[config.mk]
export PLATFORM = sky130hd
export DESIGN_NAME = arg_ramp
export DESIGN_NICKNAME = d
export VERILOG_FILES = /design/src/hw/arg_pkg.sv /design/src/hw/arg_ramp.sv
export SDC_FILE = /design/constraint.sdc
export NUM_CORES = 2
export LEC_CHECK = 0
export ABC_AREA = 1
export BUFFER_PORTS_ARGS = -buffer_cell sky130_fd_sc_hd__buf_2
export CORE_MARGIN = 4
export CORE_UTILIZATION = 28
export DETAILED_ROUTE_END_ITERATION = 7
export GPL_ROUTABILITY_DRIVEN = 0
export SETUP_SLACK_MARGIN = 0.15
export SYNTH_ARGS = -nofsm -noshare
export SYNTH_HDL_FRONTEND = slang
export SYNTH_SLANG_ARGS = --single-unit
[constraint.sdc]
create_clock -name i_ref_clk -period 89.6 [get_ports i_ref_clk]
set_input_delay 17.92 -clock i_ref_clk [delete_from_list [all_inputs] [get_ports i_ref_clk]]
set_output_delay 17.92 -clock i_ref_clk [all_outputs]
set_load 0.01 [all_outputs]
[src/hw/arg_pkg.sv]
package arg_pkg;

  // Register byte offsets
  localparam logic [7:0] ARG_CTRL_OFS = 8'h00;
  localparam logic [7:0] ARG_TARGET_ONE_OFS = 8'h04;
  localparam logic [7:0] ARG_TARGET_TWO_OFS = 8'h08;
  localparam logic [7:0] ARG_CEILING_OFS = 8'h0C;
  localparam logic [7:0] ARG_START_STOP_OFS = 8'h10;
  localparam logic [7:0] ARG_SLOPE_OFS = 8'h14;
  localparam logic [7:0] ARG_ZERO_OFS = 8'h18;
  localparam logic [7:0] ARG_GAIN_OFS = 8'h1C;
  localparam logic [7:0] ARG_LEVEL_OFS = 8'h20;
  localparam logic [7:0] ARG_OUTPUT_OFS = 8'h24;
  localparam logic [7:0] ARG_STATUS_OFS = 8'h28;

  // Control register bit positions
  localparam int ARG_CTRL_ENABLE_BIT = 0;
  localparam int ARG_CTRL_HALT_BIT = 1;
  localparam int ARG_CTRL_CHOOSER_BIT = 2;
  localparam int ARG_CTRL_ONE_LIVE_BIT = 3;
  localparam int ARG_CTRL_TWO_LIVE_BIT = 4;

  // Reset values
  localparam logic [4:0] ARG_CTRL_RST = 5'h00;
  localparam logic signed [15:0] ARG_TARGET_RST = 16'sh0000;
  localparam logic signed [15:0] ARG_CEILING_RST = 16'sh4E20;
  localparam logic signed [15:0] ARG_START_STOP_RST = 16'sh0000;
  localparam logic [13:0] ARG_SLOPE_RST = 14'h000A;
  localparam logic signed [15:0] ARG_ZERO_RST = 16'sh0000;
  localparam logic [9:0] ARG_GAIN_RST = 10'h064;

  // Limits and scaling
  localparam logic [13:0] ARG_SLOPE_MIN = 14'h0001;
  localparam logic [13:0] ARG_SLOPE_MAX = 14'h2710;
  localparam logic [31:0] ARG_OUT_MAX = 32'h0000_7FFF;
  localparam logic [31:0] ARG_GAIN_UNIT = 32'h0000_0064;
  localparam logic [14:0] ARG_TICKS_PER_SEC = 15'h000A;

  // Timing: update interval and hold lengths
  localparam int ARG_TICK_MS = 100;
  localparam int ARG_CLK_KHZ = 125000;
  localparam int ARG_TICK_CYCLES = ARG_TICK_MS * ARG_CLK_KHZ;
  localparam int ARG_HOLD_MS = 100;
  localparam logic [1:0] ARG_HOLD_TICKS = 2'(ARG_HOLD_MS / ARG_TICK_MS);

  typedef enum logic [2:0] {
    ARG_IDLE,
    ARG_HOLD_START,
    ARG_RUN,
    ARG_RAMP_DOWN,
    ARG_HOLD_STOP,
    ARG_LOCKED
  } arg_state_t;

endpackage : arg_pkg

[src/hw/arg_ramp.sv]
// Contract
// Enable rise: start/stop level held 100 ms
// Then ramp to chosen target at slope
// Halt: ramp down, hold 100 ms, zero
// No restart until halt and enable low
// Chooser change retargets ramp at slope
// Enable fall drops level to zero offset
// Level updates only every 100 ms tick
// Output is (level - zero) / gain; code computes (level - zero) * 100 / gain
// Targets may use live block values
// Chooser zero selects one, one two
// Level never exceeds level ceiling
// Slope is steps per second, 1..10000
// Output clamped to 0..32767
// Reset: idle, level zero, no latch
// Edges found against previous samples
`timescale 1ns/1ps
`default_nettype none
module arg_ramp #(
  parameter int TICK_CYCLES = arg_pkg::ARG_TICK_CYCLES
) (
  // Clock and reset
  input wire logic i_ref_clk,
  input wire logic i_reset_n,
  // AHB-Lite slave
  input wire logic i_hsel,
  input wire logic [31:0] i_haddr,
  input wire logic [1:0] i_htrans,
  input wire logic i_hwrite,
  input wire logic [2:0] i_hsize,
  input wire logic [31:0] i_hwdata,
  input wire logic i_hready,
  output logic o_hreadyout,
  output logic o_hresp,
  output logic [31:0] o_hrdata,
  // Digital inputs from pins
  input wire logic i_enable,
  input wire logic i_slow_halt_input,
  input wire logic i_target_chooser,
  // Live values of other function blocks
  input wire logic signed [15:0] i_target_one_live,
  input wire logic signed [15:0] i_target_two_live,
  // Results
  output logic signed [17:0] o_current_level,
  output logic [15:0] o_analog_output_value
);

  // Sign extension of a 16-bit parameter to level width
  function automatic logic signed [17:0] sx(input logic signed [15:0] v);
    sx = 18'(v);
  endfunction : sx

  // Move cur toward tgt by at most stp
  function automatic logic signed [17:0] toward(input logic signed [17:0] cur,
                                                input logic signed [17:0] tgt,
                                                input logic [10:0] stp);
    logic signed [18:0] up;
    logic signed [18:0] dn;
    up = 19'(cur) + 19'($signed({1'b0, stp}));
    dn = 19'(cur) - 19'($signed({1'b0, stp}));
    if (cur < tgt) begin
      toward = (up > 19'(tgt)) ? tgt : 18'(up);
    end else begin
      toward = (dn < 19'(tgt)) ? tgt : 18'(dn);
    end
  endfunction : toward

  // Registers
  logic [4:0] ctrl_q;
  logic signed [15:0] tone_q, ttwo_q, ceil_q, ss_q, zero_q;
  logic [13:0] slope_q;
  logic [9:0] gain_q;
  logic wr_pend_q;
  logic [7:0] wr_addr_q;
  logic [1:0] en_s_q, halt_s_q, sel_s_q;
  logic en_prev_q, halt_prev_q;
  logic [23:0] tick_cnt_q;
  logic [3:0] rem_q;
  logic [1:0] hold_q;
  arg_pkg::arg_state_t state_q, state_d;
  logic signed [17:0] level_q, level_d;
  logic [1:0] hold_d;

  // Bus decode
  wire bus_take = i_hsel & i_hready & i_htrans[1];
  wire [7:0] bus_addr = {i_haddr[7:2], 2'b00};
  wire addr_in_map = (i_haddr[31:8] == 24'h000000);
  wire wr_ctrl = wr_pend_q & (wr_addr_q == arg_pkg::ARG_CTRL_OFS);

  // Combined control inputs: pin or software bit
  wire en_now = en_s_q[1] | ctrl_q[arg_pkg::ARG_CTRL_ENABLE_BIT];
  wire halt_now = halt_s_q[1] | ctrl_q[arg_pkg::ARG_CTRL_HALT_BIT];
  wire chooser = sel_s_q[1] | ctrl_q[arg_pkg::ARG_CTRL_CHOOSER_BIT];
  wire en_rise = en_now & ~en_prev_q;
  wire en_fall = ~en_now & en_prev_q;
  wire halt_rise = halt_now & ~halt_prev_q;

  // Target selection and levels
  wire signed [15:0] t1 = ctrl_q[arg_pkg::ARG_CTRL_ONE_LIVE_BIT] ? i_target_one_live : tone_q;
  wire signed [15:0] t2 = ctrl_q[arg_pkg::ARG_CTRL_TWO_LIVE_BIT] ? i_target_two_live : ttwo_q;
  wire signed [17:0] tsel = chooser ? sx(t2) : sx(t1);
  wire signed [17:0] zero_lvl = sx(zero_q);
  wire signed [17:0] ss_lvl = sx(ss_q) + sx(zero_q);
  wire signed [17:0] ceil_lvl = sx(ceil_q);
  wire signed [17:0] tgt_run = (tsel > ceil_lvl) ? ceil_lvl : tsel;
  wire signed [17:0] ss_stop = (ss_lvl > ceil_lvl) ? ceil_lvl : ss_lvl;

  // Update tick and slope steps per tick
  wire tick = (tick_cnt_q == 24'(TICK_CYCLES - 1));
  wire [13:0] slope_c = (slope_q < arg_pkg::ARG_SLOPE_MIN) ? arg_pkg::ARG_SLOPE_MIN :
                        (slope_q > arg_pkg::ARG_SLOPE_MAX) ? arg_pkg::ARG_SLOPE_MAX : slope_q;
  wire [14:0] acc = 15'(slope_c) + 15'(rem_q);
  wire [10:0] step = 11'(acc / arg_pkg::ARG_TICKS_PER_SEC);
  wire [3:0] rem_d = 4'(acc % arg_pkg::ARG_TICKS_PER_SEC);

  // Ramp state machine
  always_comb begin
    state_d = state_q;
    level_d = level_q;
    hold_d = hold_q;
    if (en_fall) begin
      level_d = zero_lvl;
      state_d = halt_now ? arg_pkg::ARG_LOCKED : arg_pkg::ARG_IDLE;
    end else begin
      case (state_q)
        arg_pkg::ARG_IDLE: begin
          if (en_rise && !halt_now) begin
            level_d = ss_lvl;
            hold_d = arg_pkg::ARG_HOLD_TICKS;
            state_d = arg_pkg::ARG_HOLD_START;
          end
        end
        arg_pkg::ARG_HOLD_START: begin
          if (halt_rise) begin
            state_d = arg_pkg::ARG_RAMP_DOWN;
          end else if (tick) begin
            hold_d = hold_q - 2'd1;
            if (hold_q == 2'd1) begin
              state_d = arg_pkg::ARG_RUN;
            end
          end
        end
        arg_pkg::ARG_RUN: begin
          if (halt_rise) begin
            state_d = arg_pkg::ARG_RAMP_DOWN;
          end else if (tick) begin
            level_d = toward(level_q, tgt_run, step);
          end
        end
        arg_pkg::ARG_RAMP_DOWN: begin
          if (tick) begin
            level_d = toward(level_q, ss_stop, step);
            if (level_d == ss_stop) begin
              hold_d = arg_pkg::ARG_HOLD_TICKS;
              state_d = arg_pkg::ARG_HOLD_STOP;
            end
          end
        end
        arg_pkg::ARG_HOLD_STOP: begin
          if (tick) begin
            hold_d = hold_q - 2'd1;
            if (hold_q == 2'd1) begin
              level_d = zero_lvl;
              state_d = arg_pkg::ARG_LOCKED;
            end
          end
        end
        arg_pkg::ARG_LOCKED: begin
          if (!halt_now && !en_now) begin
            state_d = arg_pkg::ARG_IDLE;
          end
        end
        default: begin
          state_d = arg_pkg::ARG_IDLE;
        end
      endcase
    end
    if (level_d > ceil_lvl) begin
      level_d = ceil_lvl;
    end
  end

  // Output scaling and clamp
  wire signed [31:0] diff = 32'(level_q) - 32'(zero_lvl);
  wire signed [31:0] scaled = diff * $signed(arg_pkg::ARG_GAIN_UNIT);
  wire signed [31:0] quot = (gain_q == 10'h000) ? $signed(arg_pkg::ARG_OUT_MAX) :
                            scaled / $signed({22'h000000, gain_q});
  wire [15:0] out_d = (diff <= 32'sd0) ? 16'h0000 :
                      (quot > $signed(arg_pkg::ARG_OUT_MAX)) ? 16'h7FFF : 16'(quot);

  // Read mux
  wire [31:0] rd_mux =
    (bus_addr == arg_pkg::ARG_CTRL_OFS) ? {27'h0, ctrl_q} :
    (bus_addr == arg_pkg::ARG_TARGET_ONE_OFS) ? 32'(tone_q) :
    (bus_addr == arg_pkg::ARG_TARGET_TWO_OFS) ? 32'(ttwo_q) :
    (bus_addr == arg_pkg::ARG_CEILING_OFS) ? 32'(ceil_q) :
    (bus_addr == arg_pkg::ARG_START_STOP_OFS) ? 32'(ss_q) :
    (bus_addr == arg_pkg::ARG_SLOPE_OFS) ? {18'h0, slope_q} :
    (bus_addr == arg_pkg::ARG_ZERO_OFS) ? 32'(zero_q) :
    (bus_addr == arg_pkg::ARG_GAIN_OFS) ? {22'h0, gain_q} :
    (bus_addr == arg_pkg::ARG_LEVEL_OFS) ? 32'(level_q) :
    (bus_addr == arg_pkg::ARG_OUTPUT_OFS) ? {16'h0, o_analog_output_value} :
    (bus_addr == arg_pkg::ARG_STATUS_OFS) ? {29'h0, state_q} : 32'h0000_0000;

  assign o_hreadyout = 1'b1;
  assign o_hresp = 1'b0;
  assign o_current_level = level_q;

  // Bus address phase capture and read data
  always_ff @(posedge i_ref_clk or negedge i_reset_n) begin
    if (!i_reset_n) begin
      wr_pend_q <= 1'b0;
      wr_addr_q <= 8'h00;
      o_hrdata <= 32'h0000_0000;
    end else begin
      wr_pend_q <= bus_take & i_hwrite & addr_in_map;
      wr_addr_q <= bus_addr;
      if (bus_take && !i_hwrite) begin
        o_hrdata <= addr_in_map ? rd_mux : 32'h0000_0000;
      end
    end
  end

  // Register writes in the data phase
  always_ff @(posedge i_ref_clk or negedge i_reset_n) begin
    if (!i_reset_n) begin
      ctrl_q <= arg_pkg::ARG_CTRL_RST;
      tone_q <= arg_pkg::ARG_TARGET_RST;
      ttwo_q <= arg_pkg::ARG_TARGET_RST;
      ceil_q <= arg_pkg::ARG_CEILING_RST;
      ss_q <= arg_pkg::ARG_START_STOP_RST;
      slope_q <= arg_pkg::ARG_SLOPE_RST;
      zero_q <= arg_pkg::ARG_ZERO_RST;
      gain_q <= arg_pkg::ARG_GAIN_RST;
    end else if (wr_pend_q) begin
      if (wr_ctrl) ctrl_q <= i_hwdata[4:0];
      if (wr_addr_q == arg_pkg::ARG_TARGET_ONE_OFS) tone_q <= i_hwdata[15:0];
      if (wr_addr_q == arg_pkg::ARG_TARGET_TWO_OFS) ttwo_q <= i_hwdata[15:0];
      if (wr_addr_q == arg_pkg::ARG_CEILING_OFS) ceil_q <= i_hwdata[15:0];
      if (wr_addr_q == arg_pkg::ARG_START_STOP_OFS) ss_q <= i_hwdata[15:0];
      if (wr_addr_q == arg_pkg::ARG_SLOPE_OFS) slope_q <= i_hwdata[13:0];
      if (wr_addr_q == arg_pkg::ARG_ZERO_OFS) zero_q <= i_hwdata[15:0];
      if (wr_addr_q == arg_pkg::ARG_GAIN_OFS) gain_q <= i_hwdata[9:0];
    end
  end

  // Pin synchronisers and edge history
  always_ff @(posedge i_ref_clk or negedge i_reset_n) begin
    if (!i_reset_n) begin
      en_s_q <= 2'h0;
      halt_s_q <= 2'h0;
      sel_s_q <= 2'h0;
      en_prev_q <= 1'b0;
      halt_prev_q <= 1'b0;
    end else begin
      en_s_q <= {en_s_q[0], i_enable};
      halt_s_q <= {halt_s_q[0], i_slow_halt_input};
      sel_s_q <= {sel_s_q[0], i_target_chooser};
      en_prev_q <= en_now;
      halt_prev_q <= halt_now;
    end
  end

  // Update tick, restarted on enable so holds last one full interval
  always_ff @(posedge i_ref_clk or negedge i_reset_n) begin
    if (!i_reset_n) begin
      tick_cnt_q <= 24'h000000;
      rem_q <= 4'h0;
    end else begin
      tick_cnt_q <= (tick || en_rise) ? 24'h000000 : tick_cnt_q + 24'h000001;
      if (tick) rem_q <= rem_d;
    end
  end

  // Ramp state and outputs
  always_ff @(posedge i_ref_clk or negedge i_reset_n) begin
    if (!i_reset_n) begin
      state_q <= arg_pkg::ARG_IDLE;
      level_q <= 18'sh00000;
      hold_q <= 2'h0;
      o_analog_output_value <= 16'h0000;
    end else begin
      state_q <= state_d;
      level_q <= level_d;
      hold_q <= hold_d;
      o_analog_output_value <= out_d;
    end
  end

endmodule : arg_ramp
`default_nettype wire

* Word level (Yosys, flattened, before mapping)
Cells that the tools add are included.
** Storage, ports and cells
- Register bits after elaboration :: 223
- Input bits :: 109
- Output and inout port bits :: 68
- Logic and storage cells :: 182
** Cells by class
- Eq/ne operators :: 38
- Divide/modulo/power cells :: 3
- Magnitude comparators :: 13
- Bitwise operators :: 15
- Reduce and logical (&&, ||, !) cells :: 23
- Muxes and demuxes :: 60
- $add $sub $neg :: 7
- Multiply operators :: 1
** Operators with widths (number)
- two-way mux 18 bit :: 20
- two-way mux 32 bit :: 11
- two-way mux 16 bit :: 5
- case mux 18 bit (4 select lines) :: 1
- equality test 6 x 3 -> 1 bit (second input constant) :: 8
- two-way mux 3 bit :: 13
- greater-than comparator 19 x 18 -> 1 bit :: 2
- < comparator 19 x 18 -> 1 bit :: 2
- greater-than comparator 18 x 16 -> 1 bit :: 2
- < comparator 18 bit :: 2
- divider 32 x 11 -> 32 bit :: 1
- greater-than comparator 32 x 16 -> 1 bit (second input constant) :: 1
- two-way mux 14 bit :: 2
- multiplier 19 x 6 -> 25 bit (second input constant) :: 1
- adder 24 x 1 -> 24 bit (second input constant) :: 1
- equality test 24 bit (second input constant) :: 1
- equality test 6 x 2 -> 1 bit (second input constant) :: 4
- zero test 24 bit :: 1
- two-way mux 24 bit :: 1
- != test 3 bit (second input constant) :: 7
- adder 18 x 12 -> 19 bit :: 1
- less-or-equal comparator 19 x 1 -> 1 bit (second input constant) :: 1
- subtractor 18 x 12 -> 19 bit :: 1
- subtractor 18 x 16 -> 19 bit :: 1
- 33 further kinds :: 70

* Logic depth before layout (Yosys ltp)
- Depth after elaboration :: 17
- Depth in mapped cells :: 501
- Depth with buffers taken out :: 458

* Least setup slack after synthesis
Ideal clock, no wire load.
- Kind :: register to register
- Start :: register level_q[0] (netlist: o_current_level[0])
- End :: register o_analog_output_value[10]
- Buffers on the path :: 54
- Cell stages (with the launch flop) :: 464
- Arrival time :: 67619 ps
- Path slack :: 21839 ps
- Cell sequence :: dfrtp_1 > inv_1 > ha_1 > inv_1 > fa_1 > nand3_1 > nand3_2 > a21oi_1 > o21bai_1 > xnor2_1 > inv_1 > ha_1 > fa_1 > ha_1 > ha_1 > a21oi_1 > o21ai_1 > a21oi_1 > [... 428 more ...] > or2_1 > inv_1 > nand3_1 > o21ai_2 > o21ai_1 > a21oi_2 > o21ai_1 > xor2_1 > nand3_1 > nor2_1 > nand2_1 > nor2_1 > nand2_1 > nor2_2 > nand2_2 > nand2_4 > buf_8 > a21oi_2
** Between the ends
- Cells in the longest elaborated chain, start to end :: 7
- Elaborated cells on any way between the ends :: 8
- Those cells by class :: add/sub: 1; mul: 1; div: 1; order compare: 2; mux: 3
** Ends and longest elaborated chain
- from (decl) :: line arg_ramp.sv:81 : logic signed [17:0] level_q, level_d;
- from (signal assigned) :: line arg_ramp.sv:284 : level_q <= level_d;
- subtractor 18 x 16 -> 19 bit * :: line arg_ramp.sv:184 : wire signed [31:0] diff = 32'(level_q) - 32'(zero_lvl);
- multiplier 19 x 6 -> 25 bit :: line arg_ramp.sv:185 : wire signed [31:0] scaled = diff * $signed(arg_pkg::ARG_GAIN_UNIT);
- divider 32 x 11 -> 32 bit :: line arg_ramp.sv:187 : scaled / $signed({22'h000000, gain_q});
- two-way mux 32 bit :: line arg_ramp.sv:186 : wire signed [31:0] quot = (gain_q == 10'h000) ? $signed(arg_pkg::ARG_OUT_MAX) :
- greater-than comparator 32 x 16 -> 1 bit :: line arg_ramp.sv:189 : (quot > $signed(arg_pkg::ARG_OUT_MAX)) ? 16'h7FFF : 16'(quot);
- two-way mux 16 bit :: line arg_ramp.sv:189
- two-way mux 16 bit * :: line arg_ramp.sv:188 : wire [15:0] out_d = (diff <= 32'sd0) ? 16'h0000 :
- net out_d[10] :: line arg_ramp.sv:188
- to (signal assigned) :: line arg_ramp.sv:286 : o_analog_output_value <= out_d;
- to (decl) :: line arg_ramp.sv:45 : output logic [15:0] o_analog_output_value
The timed path passes the listed nets; every way through them passes the cells marked *.
A chain may end at the register's enable or synchronous reset.

* Worst setup path after layout
- Start :: register level_q[0] (netlist: o_current_level[0])
- End :: register o_analog_output_value[14]
Same word-level chain as after synthesis.

==> impl_metrics.toml <==
[floorplan]
core_area_um2 = 229900
die_y_um = 488.5
dieArea_um2 = 238700
initial_core_util_pct = 28.12
ios = 177
num_rows = 176
dieWidth_um = 488.5

[logic_synthesis]
synth_area_um2 = 64660
async_flop_share_pct = 100.0
synth_seq_cells = 209
yosys-top-cells-area = "nand2_1, ha_1, dfrtp_1"
synth-edff-count = 0
yosysTopAreaCell = "nand2_1"
synth_top_area_share_pct = 13.10
ys_seq_area_share_pct = 8.108
yosysWarnings = 0
synth_top_flop_cell = "dfrtp_1"
synth.distinct_cells = 112
syn_avg_cell_area_um2 = 6.263
syn_inst = 10324

[sta]
timing.final.crit_share_pct = 92.16
tns_ns = 0
maxSlewHeadroom_pct = 26.22
max_freq_mhz = 12.11
setup-violations-final = 0
period_needed_ns = 82.58
tightest_slew_ns = 1.104
timing.clock.skew_ns = 0.02043
grt_setup_unrepaired = "no"
finalHoldViolCount = 0
slew_viol_final = 0

[route]
via_per_inst = 5.040
wl_per_cell_um = 16.79
routed_wl_mm = 224.9
vias = 67496
drt_pass1_iterations = 8
detail-route-antenna-nets = 0
drt_iter0_markers = 6284
drc = 3

[finish]
largest-register = "tick_cnt_q"
seq_area_um2 = 5243
final_common_cell = "nand2_1"
area_growth_pct = 6.127
layout_common_cells = "nand2_1, inv_1, nor2_1"
finalNonFillerCells = 13391
layout-drive-gt1-share_pct = 16.59
nNetsFinal = 11041
multiInputGateArea_um2 = 51530
largest_register_ffs = 24
nFillCells = 25880

[outcome]
status = "finished with violations"
violations = "DRC"

[setup_path]
crit_slowest_cell = "dfrtp_1"
critPathMaxFanout = 53
cp.arrival_ns = 82.94
start_kind = "flop"
crit_path_max_incr_delay_ns = 0.58
crit_type = "reg -> reg"
critPathRequiredTime_ns = 89.96
setup.worst_path.end_class = "flop"

[global_routing]
overflow = 0
globalRouteTotalUtil_pct = 17.95
grt_first_pass_wirelength_mm = 347.6
antenna_found_initial = 4
grt_max_degree = 74
grt_pass1_vias = 60655

[place]
hpwl_mm = 184.0
portBuffers = 152
dp_cells = 13342

[clock_tree]
cts-buffers-inserted = 24
clockRootBuffer = "clkbuf_16"
clock_sinks = 209
cts_tree = "built"
htree_levels = 1
clk_latency_ns = 0.54
clk_path_buf_depth = 3
cts_hold_buf = 0
clkSlewWorstSetupHoldPaths_ns = 0.06

[run]
drv_cap = 0

[worst_hold_path]
hold_path.class = "reg -> reg"
path summary, 6_finish.rpt:
kind,to,from,cells past startpoint,slack (ns)
min reg2reg,sel_s_q[1]$_DFF_PN0_,sel_s_q[0]$_DFF_PN0_,0,0.35
max reg2reg,o_analog_output_value[14]$_DFF_PN0_,o_current_level[0]$_DFF_PN0_,421,7.02
max in group asynchronous,tick_cnt_q[9]$_DFF_PN0_,i_reset_n,2,70.82
min,sel_s_q[1]$_DFF_PN0_,sel_s_q[0]$_DFF_PN0_,0,0.35
min in group asynchronous,halt_s_q[1]$_DFF_PN0_,i_reset_n,1,17.32
max,o_analog_output_value[14]$_DFF_PN0_,o_current_level[0]$_DFF_PN0_,421,7.02
what timing repair did:
action	in CTS	in global routing
gates resized for setup	0	14
setup endpoints to repair	0	16
setup buffers	0	3
logic make-up (layout without fill, tap and decap cells):
group,count (synthesis),count (layout),synth area share [%]
DFF,209,209,8.108
AOI/OAI and AO/OA,1821,1821,16.05
adders and majority gates,584,584,11.46
buffers and inverters,1684,1718,12.35
muxes,1,1,0.01548
xor gates and xnor gates,502,502,7.032
and+or+nand+nor,5521,5524,44.98
other,2,6,0.01161
worst max-delay path: cells and delay by family, from the launching register on:
family	cells	cell delay, ns
AOI/OAI and AO/OA	112	24.47
buffers and inverters	73	11.27
DFF	1	0.58
adders and majority gates	38	13.15
xor gates and xnor gates	3	0.87
and+or+nand+nor	195	31.53
cell usage after synthesis (all sizes together), types with 45 or more instances:
| library cell | n |
|---|---|
| clkbuf | 143 |
| nand4 | 261 |
| xor2 | 323 |
| clkinv | 57 |
| ha | 570 |
| nor3 | 138 |
| o21bai | 53 |
| buf | 95 |
| nand3b | 62 |
| a21oi | 651 |
| nor2 | 1215 |
| nand2 | 2796 |
| nor4 | 53 |
| o21ai | 792 |
| inv | 1366 |
| or2 | 45 |
| xnor2 | 179 |
| dfrtp | 199 |
| nand3 | 930 |
| o211ai | 62 |
layer usage:
metal,vias up,track usage (%),routed length (um)
met5,-,0,0
met4,0,4.902,6936
met1,30918,25.55,105200
met3,286,1.261,13670
li1,34237,-,-
met2,2055,29.05,99080
final cells by class:
type / instances / area share, %
Multi-Input combinational cell: 8437 / 75.10
Tap cell: 3026 / 5.518
Clock inverter: 14 / 0.2990
Timing Repair Buffer: 235 / 2.040
Sequential cell: 209 / 7.640
Clock buffer: 28 / 0.9409
Antenna cell: 1 / 0.003647
Inverter: 1441 / 8.457
per-stage QoR:
stage	worst slack, ns	utilization (%)	instance area, um2	hold WS, ns
floorplan	21.84	-	64670	0.3312
global placement	5.539	29.43	67660	0.3374
detailed placement	5.247	29.43	67660	0.3365
CTS	5.013	29.80	68520	0.3505
global route	0.2743	29.85	68620	0.3505
finish	7.020	29.85	68620	0.3499
Power is not shown: default switching activity piles up to over one toggle a cycle in this logic, so the estimate is an artifact.
